File: src/slpc_pkg.sv
// slpc_pkg: offsets, field positions, reset values and carrier types of the
// serial link parameter configuration bank.
// assumes: included before slpc_param_bank; 50 MHz control-register clock.
package slpc_pkg;
    localparam int ADDR_W = 12;
    localparam logic [ADDR_W-1:0] IDX_SCR_LANE = 12'h58B;
    localparam logic [ADDR_W-1:0] IDX_OCTETS = 12'h58C;
    localparam logic [ADDR_W-1:0] IDX_FRAMES = 12'h58D;
    localparam logic [ADDR_W-1:0] IDX_CONV = 12'h58E;
    localparam logic [ADDR_W-1:0] IDX_CTRL_RES = 12'h58F;
    localparam int SCR_BIT = 7;
    localparam int LANE_LSB = 0;
    localparam int CS_LSB = 6;
    localparam int RES_LSB = 0;
    localparam logic RST_SCR = 1'h1;
    localparam logic [4:0] RST_LANE = 5'h07;
    localparam logic [7:0] RST_OCTETS = 8'h00;
    localparam logic [4:0] RST_FRAMES = 5'h1F;
    localparam logic [7:0] RST_CONV = 8'h01;
    localparam logic [1:0] RST_CS = 2'h0;
    localparam logic [4:0] RST_RES = 5'h0F;
    localparam logic [31:0] UNMAPPED_DATA = 32'h00000000;

    typedef struct packed {
        logic [ADDR_W+1:0] address;
        logic read;
        logic write;
        logic [31:0] writedata;
        logic [3:0] byteenable;
    } slpc_req_t;

    typedef struct packed {
        logic [31:0] readdata;
        logic waitrequest;
        logic readdatavalid;
    } slpc_rsp_t;

    // decoded link parameters handed to the transmitter
    typedef struct packed {
        logic scramblerOn;
        logic [3:0] laneCount;
        logic [4:0] octetsPerFrame;
        logic [5:0] framesPerMulti;
        logic [3:0] converterCount;
        logic [1:0] ctrlBits;
        logic [2:0] ctrlBitMask;
        logic [4:0] resolution;
    } slpc_cfg_t;
endpackage : slpc_pkg

File: src/slpc_param_bank.sv
// slpc_param_bank: register bank of the serial link transport parameters,
// reached over Avalon-MM (word addresses = index * 4, data in byte lane 0).
// assumes: one clock sys_clk at 50 MHz, synchronous active-high sys_rst.
//
// Contract
// - bit 7 enables scrambler when set, disables when clear; resets set.
// - lane field 0,1,3,7 gives 1,2,4,8 lanes; resets to 7.
// - octets per frame is field plus one; resets to zero; linkCfg.octetsPerFrame adds one to octets_q[3:0] only.
// - frames per multiframe is field plus one; resets to 0x1F (32).
// - converter field 0,1,3,7 gives 1,2,4,8 converters; resets to 1.
// - control bits field 0 gives none, 1 gives control bit 2; resets zero.
// - control bits field 2 carries bits 2,1; 3 carries 2,1,0.
// - resolution is field value plus one, e.g. 01101 gives 14 bits; linkCfg.resolution carries the raw field.
`timescale 1ns/100ps
`default_nettype none
module slpc_param_bank
    import slpc_pkg::*;
(
    input wire logic sys_clk,
    input wire logic sys_rst,
    input wire slpc_pkg::slpc_req_t busReq,
    output slpc_pkg::slpc_rsp_t busRsp,
    output slpc_pkg::slpc_cfg_t linkCfg
);
    import slpc_pkg::*;

    // word index and write byte of the request
    logic [ADDR_W-1:0] index;
    logic [7:0] wbyte;
    logic wrLane0;

    // one select per mapped register word
    logic selScrLane;
    logic selOctets;
    logic selFrames;
    logic selConv;
    logic selCtrlRes;
    logic hit;
    logic [7:0] readByte;

    // scrambler and lane count state
    logic scr_q, scr_d;
    logic [4:0] lane_q, lane_d;

    // octets per frame state
    logic [7:0] octets_q, octets_d;

    // frames per multiframe state
    logic [4:0] frames_q, frames_d;

    // converter count state
    logic [7:0] conv_q, conv_d;

    // control bits and resolution state
    logic [1:0] cs_q, cs_d;
    logic [4:0] res_q, res_d;

    // read response state
    logic [31:0] rdata_q, rdata_d;
    logic rvalid_q, rvalid_d;
    logic readTaken;

    // decoded fields toward the transmitter
    logic [3:0] laneDecoded;
    logic [3:0] convDecoded;
    logic [2:0] maskDecoded;

    assign index = busReq.address[ADDR_W+1:2];
    assign wbyte = busReq.writedata[7:0];
    // writes with byte lane 0 disabled change nothing
    assign wrLane0 = busReq.write && busReq.byteenable[0];

    assign selScrLane = (index == IDX_SCR_LANE);
    assign selOctets = (index == IDX_OCTETS);
    assign selFrames = (index == IDX_FRAMES);
    assign selConv = (index == IDX_CONV);
    assign selCtrlRes = (index == IDX_CTRL_RES);
    // unmapped words ignore writes and read zero
    assign hit = selScrLane || selOctets || selFrames || selConv || selCtrlRes;

    // readback mux; reserved bits read zero
    always_comb begin
        readByte = 8'h00;
        case (index)
            IDX_SCR_LANE: begin
                readByte = {scr_q, 2'h0, lane_q};
            end
            IDX_OCTETS: begin
                readByte = octets_q;
            end
            IDX_FRAMES: begin
                readByte = {3'h0, frames_q};
            end
            IDX_CONV: begin
                readByte = conv_q;
            end
            IDX_CTRL_RES: begin
                readByte = {cs_q, 1'h0, res_q};
            end
            default: begin
                readByte = 8'h00;
            end
        endcase
    end

    // scrambler and lane count next state
    always_comb begin
        scr_d = scr_q;
        lane_d = lane_q;
        if (sys_rst) begin
            scr_d = RST_SCR;
            lane_d = RST_LANE;
        end else if (wrLane0 && selScrLane) begin
            scr_d = wbyte[SCR_BIT];
            lane_d = wbyte[LANE_LSB +: 5];
        end
    end

    always_ff @(posedge sys_clk) begin
        scr_q <= scr_d;
        lane_q <= lane_d;
    end

    // octets per frame next state
    always_comb begin
        octets_d = octets_q;
        if (sys_rst) begin
            octets_d = RST_OCTETS;
        end else if (wrLane0 && selOctets) begin
            octets_d = wbyte;
        end
    end

    always_ff @(posedge sys_clk) begin
        octets_q <= octets_d;
    end

    // frames per multiframe next state
    always_comb begin
        frames_d = frames_q;
        if (sys_rst) begin
            frames_d = RST_FRAMES;
        end else if (wrLane0 && selFrames) begin
            frames_d = wbyte[4:0];
        end
    end

    always_ff @(posedge sys_clk) begin
        frames_q <= frames_d;
    end

    // converter count next state
    always_comb begin
        conv_d = conv_q;
        if (sys_rst) begin
            conv_d = RST_CONV;
        end else if (wrLane0 && selConv) begin
            conv_d = wbyte;
        end
    end

    always_ff @(posedge sys_clk) begin
        conv_q <= conv_d;
    end

    // control bits and resolution next state
    always_comb begin
        cs_d = cs_q;
        res_d = res_q;
        if (sys_rst) begin
            cs_d = RST_CS;
            res_d = RST_RES;
        end else if (wrLane0 && selCtrlRes) begin
            cs_d = wbyte[CS_LSB +: 2];
            res_d = wbyte[RES_LSB +: 5];
        end
    end

    always_ff @(posedge sys_clk) begin
        cs_q <= cs_d;
        res_q <= res_d;
    end

    // a held read is answered once, so back-to-back reads never see stale data
    assign readTaken = busReq.read && !rvalid_q;

    always_comb begin
        rvalid_d = readTaken;
        rdata_d = rdata_q;
        if (sys_rst) begin
            rvalid_d = 1'b0;
            rdata_d = 32'h00000000;
        end else if (readTaken) begin
            if (hit) begin
                rdata_d = {24'h000000, readByte};
            end else begin
                rdata_d = UNMAPPED_DATA;
            end
        end
    end

    // read data stands until the next read is taken
    always_ff @(posedge sys_clk) begin
        rdata_q <= rdata_d;
        rvalid_q <= rvalid_d;
    end

    // reads wait one cycle for registered data, writes complete at once
    always_comb begin
        busRsp.waitrequest = readTaken;
        busRsp.readdata = rdata_q;
        busRsp.readdatavalid = rvalid_q;
    end

    // lane decode, unlisted codes give eight
    always_comb begin
        case (lane_q)
            5'h00: begin
                laneDecoded = 4'h1;
            end
            5'h01: begin
                laneDecoded = 4'h2;
            end
            5'h03: begin
                laneDecoded = 4'h4;
            end
            default: begin
                laneDecoded = 4'h8;
            end
        endcase
    end

    // converter decode of conv_q[2:0] only, unlisted low-bit codes give eight
    always_comb begin
        case (conv_q[2:0])
            3'h0: begin
                convDecoded = 4'h1;
            end
            3'h1: begin
                convDecoded = 4'h2;
            end
            3'h3: begin
                convDecoded = 4'h4;
            end
            default: begin
                convDecoded = 4'h8;
            end
        endcase
    end

    always_comb begin
        case (cs_q)
            2'h0: begin
                maskDecoded = 3'h0;
            end
            2'h1: begin
                maskDecoded = 3'h4;
            end
            2'h2: begin
                maskDecoded = 3'h6;
            end
            default: begin
                maskDecoded = 3'h7;
            end
        endcase
    end

    // decoded parameters toward the transmitter
    always_comb begin
        linkCfg.scramblerOn = scr_q;
        linkCfg.laneCount = laneDecoded;
        linkCfg.octetsPerFrame = 5'({1'b0, octets_q[3:0]} + 5'h01);
        linkCfg.framesPerMulti = 6'({1'b0, frames_q} + 6'h01);
        linkCfg.converterCount = convDecoded;
        linkCfg.ctrlBits = cs_q;
        linkCfg.ctrlBitMask = maskDecoded;
        linkCfg.resolution = res_q;
    end
endmodule : slpc_param_bank
`default_nettype wire

File: config.mk
export PLATFORM = sky130hd
export DESIGN_NAME = slpc_param_bank
export DESIGN_NICKNAME = d
export VERILOG_FILES = /design/src/slpc_pkg.sv /design/src/slpc_param_bank.sv
export SDC_FILE = /design/constraint.sdc
export NUM_CORES = 1
export LEC_CHECK = 0
export ABC_AREA = 1
export BUFFER_PORTS_ARGS = -buffer_cell sky130_fd_sc_hd__buf_2
export CELL_PAD_IN_SITES_DETAIL_PLACEMENT = 1
export CELL_PAD_IN_SITES_GLOBAL_PLACEMENT = 1
export CORE_MARGIN = 2
export CORE_UTILIZATION = 33
export CTS_CLUSTER_DIAMETER = 150
export DETAILED_ROUTE_END_ITERATION = 12
export PLACE_DENSITY_LB_ADDON = 0.12
export SLEW_MARGIN = 10
export SYNTH_ARGS = -nofsm -noshare
export SYNTH_HDL_FRONTEND = slang
export SYNTH_SLANG_ARGS = --single-unit
File: constraint.sdc
create_clock -name sys_clk -period 3.3 [get_ports sys_clk]
set_input_delay 0.165 -clock sys_clk [delete_from_list [all_inputs] [get_ports sys_clk]]
set_output_delay 0.165 -clock sys_clk [all_outputs]
set_load 0.005 [all_outputs]
# Yosys cells after proc, flatten, opt, wreduce, memory -nomap -nowiden
# Cells that the tools add are included.
# totals
register_bits,67
inputBits,54
out_inout_bits,64
wordCells,42
# classes
add_sub_neg,2
eq_ne,11
muxes,5
n_reduce_logical,15
# op_table
op,n
12-bit by 11-bit == test with 1-bit output (second input constant),5
8-bit case mux with 5 select lines,1
4-bit case mux with 3 select lines,2
3-bit case mux with 3 select lines,1
8-bit two-way mux,1
1-bit logical AND,7
5-bit by 1-bit adder with 6-bit output (second input constant),1
4-bit by 1-bit adder with 5-bit output (second input constant),1
5-bit by 1-bit == test with 1-bit output (second input constant),1
5-bit by 2-bit == test with 1-bit output (second input constant),1
5-bit zero test,1
1-bit logical OR,4
3-bit by 1-bit == test with 1-bit output (second input constant),1
3-bit by 2-bit == test with 1-bit output (second input constant),1
3-bit zero test,1
2-bit by 1-bit == test with 1-bit output (second input constant),1
2-bit == test (second input constant),1
2-bit zero test,1
1-bit zero test,1

# Depth between registers and ports, before layout
# Gate-level depths: netlist (run 1).
# depth
depth_word,6
mapped_depth,10
ltp_nobuf,9

# Worst setup path before layout (run 1)
# Ideal clock, no wire load.
# synth_path
path_kind,in2reg
from,in busReq[49] (netlist name)
to,reg octets_q[6]
setup_ns,0.119
arrival_ns,1.118
required_time_ns,3.181
slack_ns,2.063
cell_stages,8
cell_sequence,nor2_1 > nand2_1 > nor2_4 > buf_4 > nand3_2 > buf_2 > o21ai_0 > a21oi_1
# synth_via
elab_chain_len,2
# synth_lines
element,line,source
"start, declared",slpc_param_bank.sv:21,"input wire slpc_pkg::slpc_req_t busReq,"
12-bit by 11-bit == test with 1-bit output,slpc_param_bank.sv:74,assign selOctets = (index == IDX_OCTETS);
1-bit logical AND,slpc_param_bank.sv:129,end else if (wrLane0 && selOctets) begin
"end signal, assigned",slpc_param_bank.sv:135,octets_q <= octets_d;
"end, declared",slpc_param_bank.sv:46,"logic [7:0] octets_q, octets_d;"
# No other way between the ends.
# A chain may end at the register's enable or synchronous reset.

# Final worst setup path (run 1)
# layout_path
from,in busReq[49] (netlist name)
to,reg lane_q[4]
# layout_via
elab_chain_len,2
# layout_lines
element,line,source
12-bit by 11-bit == test with 1-bit output,slpc_param_bank.sv:73,assign selScrLane = (index == IDX_SCR_LANE);
1-bit logical AND,slpc_param_bank.sv:113,end else if (wrLane0 && selScrLane) begin
"end signal, assigned",slpc_param_bank.sv:121,lane_q <= lane_d;
"end, declared",slpc_param_bank.sv:43,"logic [4:0] lane_q, lane_d;"
# No other way between the ends.

==> flow_summary.ini, run 1 <==
[run_status]
outcome = completed

[die]
core.rowCount = 30
die_h_um = 87.4
dieArea_um2 = 7640
io_pins = 118
die_x_um = 87.4
coreArea_um2 = 6760
start_util_pct = 34.0

[synthesis]
yosysSeqAreaShare_pct = 37.5
synth_enable_flop_cells = 0
synthCells = 306
synth_common_cells = dfxtp_1, nand2_1, o21ai_0
synth_top_area_share_pct = 37.5
synth_area_um2 = 2300
yosysWarningCount = 0
synth_top_area_cell = dfxtp_1
ys_types = 32
synth.area.top_cells = dfxtp_1, buf_4, o21ai_0, a21oi_1, nand2_1
synth_top_flop_cell = dfxtp_1
yosysMostFrequentCell = dfxtp_1
ys_ff_latch = 43
syn_avg_cell_area_um2 = 7.51
ys_async_sr_fraction_pct = 0

[cells_and_area]
final.fill_count = 892
nets = 420
drive_gt1_share_pct = 24.7
fin_util_pct = 39.4
stdcell_count = 445
final_area_um2 = 2660
diodes = 0
area_growth_pct = 15.8

[placed_design]
dp_hpwl_um = 5000
finalWeightedCongestion = 0.738
dpl_cell_area_um2 = 2540
dp_slack_ns = 1.34
dp.cells = 437
port_buffers = 64

[timing]
rsz0062_at_grt = false
worstMarginPinSlew_ns = 0.879
fin_tns_setup_ns = 0
period_needed_ns = 1.68
fin_crit_sh_pct = 50.9
max_freq_mhz = 595
layout_setup_ws_ns = 1.62
clock_skew_ns = 0.00742
setup_viol = 0
drv_slew = 0
slew-limit-headroom_pct = 41.3
finalHoldViolCount = 0

[clock_tree]
cts_tree = done
cts_buffer_depth = 2
clkLatencyLatePin_ns = 0.30
postCtsSetupBuffers = 0
ctsHoldBuffers = 0
clockRootBuffer = clkbuf_8
ctsResizeCount = 0
cts.sinks = 43
cts_buffers = 5
clk_pin_slew_worst_paths_ns = 0.08
htreeDepth = 2

[route]
drt_iter0_drc = 90
antenna_left = 0
drc = 0
wirelength_um = 6510
avgRoutedWirePerCell_um = 14.6
vias = 2123
drt_first_pass_iters = 4
viasPerCell = 4.77

[worst_setup_path]
endpoint_kind = register
worst-path-buf-inv = 1
cp_data_arrival_time_ns = 1.85
cpMaxStageDelayCell = nand3_1
cp-start-kind = primary input
critPathMaxStageDelay_ns = 0.52
path_cells = buf_2 > nor2_1 > nand2_1 > nor2_4 > nand3_1 > o21ai_0 > a21oi_1
worstSetupPathType = primary input to register
worstPathRequired_ns = 3.47
critPathTopFamily = simple AND/OR/NAND/NOR gates
path_max_fanout = 21

[worst_hold_path]
hold_path.class = primary input to register

[pwr]
cellPowerDensity_nw_per_um2 = 389
leakage_nw = 1.38
max-vdd-ir-drop_uv = 164

[global_routing]
grt_pass1_wl_um = 10400
grt_usage_pct = 17.7
overflow = 0
antenna_found_initial = 0
grt_max_degree = 29
grt_pass1_vias = 2018

[run]
maxCapViolations = 0
layout make-up:
cell class,instances,area (um^2),share of cell area (%)
Multi-Input combinational cell,214,1120,42.2
Sequential cell,43,861,32.3
Timing Repair Buffer,65,328,12.3
Inverter,35,131,4.94
Tap cell,80,100,3.76
Clock buffer,6,82.6,3.10
Clock inverter,2,35.0,1.32
worst reg2reg max path: cells and delay by family (launching register included):
family	cells	cell delay [ns]
buffers and inverters	1	0.38
AND/OR/NAND/NOR	1	0.39
AO/OA/AOI/OAI	2	0.35
flip-flops	1	0.32
per-stage QoR:
| step | total power, mW | hold slack, ns |
|---|---|---|
| floorplan | 0.599 | 0.234 |
| global placement | 0.614 | 0.394 |
| detailed placement | 0.615 | 0.398 |
| CTS | 1.04 | 0.0803 |
| global route | 1.08 | 0.0840 |
| finish | 1.04 | 0.0795 |
power by group:
part	switching (mW)	internal, mW	leakage, nW
clock	0.188	0.245	0.0612
combinational	0.0537	0.0234	0.967
sequential	0.00235	0.523	0.348
total	0.244	0.791	1.38
state kept, by name, summed over array words and instances (netlist names):
signal / cells
lane_q: 5
frames_q: 5
cs_q: 2
res_q: 5
rdata_q: 8
conv_q: 8
scr_q: 1
octets_q: 8
rvalid_q: 1
routing by layer:
layer	part of all wire (%)	routed length, um	global-route usage, %	vias to the layer above
met5	0	0	0	-
met4	0.88	57	4.62	0
met3	4.7	305	2.75	6
met2	44	2870	27.1	60
met1	50	3270	25.8	971
li1	-	-	-	1086
cell families after synthesis:
logic type	after synthesis	share of synthesized area, %
adder cells (fa/ha/maj)	2	1.09
other	1	0.163
AO/OA/AOI/OAI	79	19.2
AND/OR/NAND/NOR	104	22.8
XOR/XNOR	5	1.91
buffers and inverters	72	17.4
flip-flops	43	37.5
path summary, 6_finish.rpt:
| path | from | endpoint | slack [ns] | depth (start not counted) |
|---|---|---|---|---|
| max | busReq[49] | lane_q[4] | 1.62 | 7 |
| min reg2reg | octets_q[4] | octets_q[4] | 0.45 | 2 |
| max reg2reg | rvalid_q | rdata_q[0] | 1.76 | 4 |
| min | sys_rst | rdata_q[7] | 0.08 | 2 |
placed cells by master, fill, tap and decap left out:
cell type / synthesis / final
clkinv_1: 1 / 1
nand4_2: 1 / 1
o211ai_1: 12 / 12
inv_1: 32 / 32
nor3_4: 2 / 2
conb_1: 1 / 24
or2_2: 1 / 1
nand4_1: 4 / 4
nor2_4: 3 / 3
dfxtp_1: 43 / 43
buf_4: 30 / 1
inv_2: 2 / 2
a21oi_1: 29 / 29
nand2_1: 35 / 35
nor3b_2: 1 / 1
o21ai_0: 34 / 34
clkbuf_8: 0 / 6
nand2_4: 1 / 1
clkinv_2: 0 / 1
nor3_1: 6 / 6
nand3_1: 24 / 24
bufinv_16: 0 / 1
a21oi_2: 1 / 1
nand2_2: 1 / 1
o21ai_2: 1 / 1
xor2_1: 5 / 5
o211ai_2: 1 / 1
nor2_2: 1 / 1
o21ai_1: 1 / 1
buf_2: 1 / 64
nand3_2: 1 / 1
nor2_1: 23 / 23
ha_1: 2 / 2
No activity file was read; power rests on OpenSTA's default activity.
==> run 2: changes to the inputs <==
--- a/config.mk
+++ b/config.mk
@@ -10,7 +10,7 @@
 export CELL_PAD_IN_SITES_DETAIL_PLACEMENT = 1
 export CELL_PAD_IN_SITES_GLOBAL_PLACEMENT = 1
 export CORE_MARGIN = 2
-export CORE_UTILIZATION = 33
+export CORE_UTILIZATION = 31
 export CTS_CLUSTER_DIAMETER = 150
 export DETAILED_ROUTE_END_ITERATION = 12
 export PLACE_DENSITY_LB_ADDON = 0.12
==> constraint.sdc (replaced) <==
create_clock -name sys_clk -period 1.6 [get_ports sys_clk]
set_input_delay 0.08 -clock sys_clk [delete_from_list [all_inputs] [get_ports sys_clk]]
set_output_delay 0.08 -clock sys_clk [all_outputs]
set_load 0.005 [all_outputs]
==> flow_summary.ini, run 2 (synthesized netlist as in run 1, its figures left out) <==
[clock_tree]
clkLatencyLatePin_ns = 0.29
cts_buffer_depth = 2
cts.sinks = 43
cts_tree = done
htreeDepth = 2
clk_pin_slew_worst_paths_ns = 0.08
cts_buffers = 5
clockRootBuffer = clkbuf_8

[worst_setup_path]
cp-start-kind = register
timing.rr.start = rvalid_q
worstSetupPathType = register to primary output
path_max_fanout = 4
cp_data_arrival_time_ns = 1.27
r2r-end = rdata_q[1]
cpMaxStageDelayCell = dfxtp_1
reg2reg_slack_ns = 0.50
endpoint_kind = primary output
r2r_cells = 4
path_cells = ha_1 > nand3_1 > xor2_1 > buf_2
worstPathRequired_ns = 1.52
critPathMaxStageDelay_ns = 0.40

[global_routing]
antenna_found_initial = 0
grt_max_degree = 40
grt_pass1_vias = 2111
grt_pass1_wl_um = 10700
grt_usage_pct = 16.4
overflow = 0

[cells_and_area]
final_common_cell = buf_2
fin_util_pct = 38.2
area_growth_pct = 19.8
nets = 429
final_cell_mix = buf_2, dfxtp_1, nand2_1
largestRegisters = conv_q: 8 flops, octets_q: 8 flops, rdata_q: 8 flops
drive_gt1_share_pct = 25.7
stdcell_count = 472
diodes = 0

[route]
antenna_left = 0
avgRoutedWirePerCell_um = 13.9
drt_first_pass_iters = 4
drc = 0
viasPerCell = 4.67
drt_iter0_drc = 44
vias = 2206
wirelength_um = 6570

[run]
maxCapViolations = 0

[die]
dieArea_um2 = 8120
start_util_pct = 31.8
io_pins = 118
core.rowCount = 31
die_h_um = 90.1
die_x_um = 90.1
coreArea_um2 = 7210

[placed_design]
dp_hpwl_um = 5150
finalWeightedCongestion = 0.742
port_buffers = 64
dp.cells = 464

[timing]
period_needed_ns = 1.35
finalHoldViolCount = 0
rsz0062_at_grt = false
fin_tns_setup_ns = 0
drv_slew = 0
setup_viol = 0
clock_skew_ns = 0.00605
max_freq_mhz = 739
fin_crit_sh_pct = 84.6

[worst_hold_path]
min_from = busReq[10]
hold_end = cs_q[0]
hold_path_depth = 3
hold_path.class = primary input to register

[pwr]
leakage_nw = 1.41
max-vdd-ir-drop_uv = 285
cellPowerDensity_nw_per_um2 = 757

[run_status]
outcome = completed
run 2: area by class of cell:
type	count	area [um^2]
sequential	43	861
timing repair buffer	74	410
tap	99	124
clock inverter	1	30.0
fill	938	4460
multi-input combinational	214	1120
inverter	35	131
clock buffer	6	72.6
run 2: per-layer routing:
metal	GRT usage [%]	vias up	wire length (um)	part of all wire, %
met3	3.27	7	264	4.0
li1	-	1099	-	-
met5	0	-	0	0
met1	22.5	1041	3200	49
met4	4.74	0	89	1.4
met2	26.3	59	3020	46
run 2: critical path, delay by kind of cell (launching register included):
kind / cells / cell delay [ns]
simple gates: 1 / 0.10
xor+xnor: 1 / 0.15
flops: 1 / 0.40
fa+ha+maj: 1 / 0.21
buf+inv: 1 / 0.13
run 2: through the flow:
stage	worst slack (ns)	hold slack [ns]	total power [mW]	instance area, um^2
6_report	0.246	0.0795	2.08	2750
5_1_grt	0.120	0.0969	2.17	2750
4_1_cts	0.215	0.0659	2.11	2750
3_5_place_dp	0.132	0.314	1.27	2640
3_3_place_gp	0.174	0.308	1.27	2640
2_1_floorplan	0.448	0.149	1.24	2380
run 2: timing repair:
item | 4_1_cts | 5_1_grt
buffers inserted | 0 | 0
endpoints found under the hold margin | 1 | 0
gates resized for setup | 0 | 0
hold buffers | 1 | 0
run 2: how the worst max path moves through the flow:
stage	from	end	slack (ns)	cells after the start
2_1_floorplan	busReq[49]	octets_q[6]	0.45	8
3_3_place_gp	busReq[49]	conv_q[2]	0.17	9
3_5_place_dp	busReq[49]	conv_q[1]	0.13	9
4_1_cts	frames_q[1]	linkCfg[18]	0.21	4
5_1_grt	frames_q[1]	linkCfg[18]	0.12	4
6_report	frames_q[1]	linkCfg[18]	0.25	4
run 2: report_power, final:
| group | total, mW | switching, mW | leakage, nW | internal (mW) |
|---|---|---|---|---|
| Combinational | 0.166 | 0.109 | 1.01 | 0.0563 |
| Clock | 0.835 | 0.377 | 0.0513 | 0.458 |
| Sequential | 1.08 | 0.00403 | 0.348 | 1.08 |
| Total | 2.08 | 0.490 | 1.41 | 1.59 |
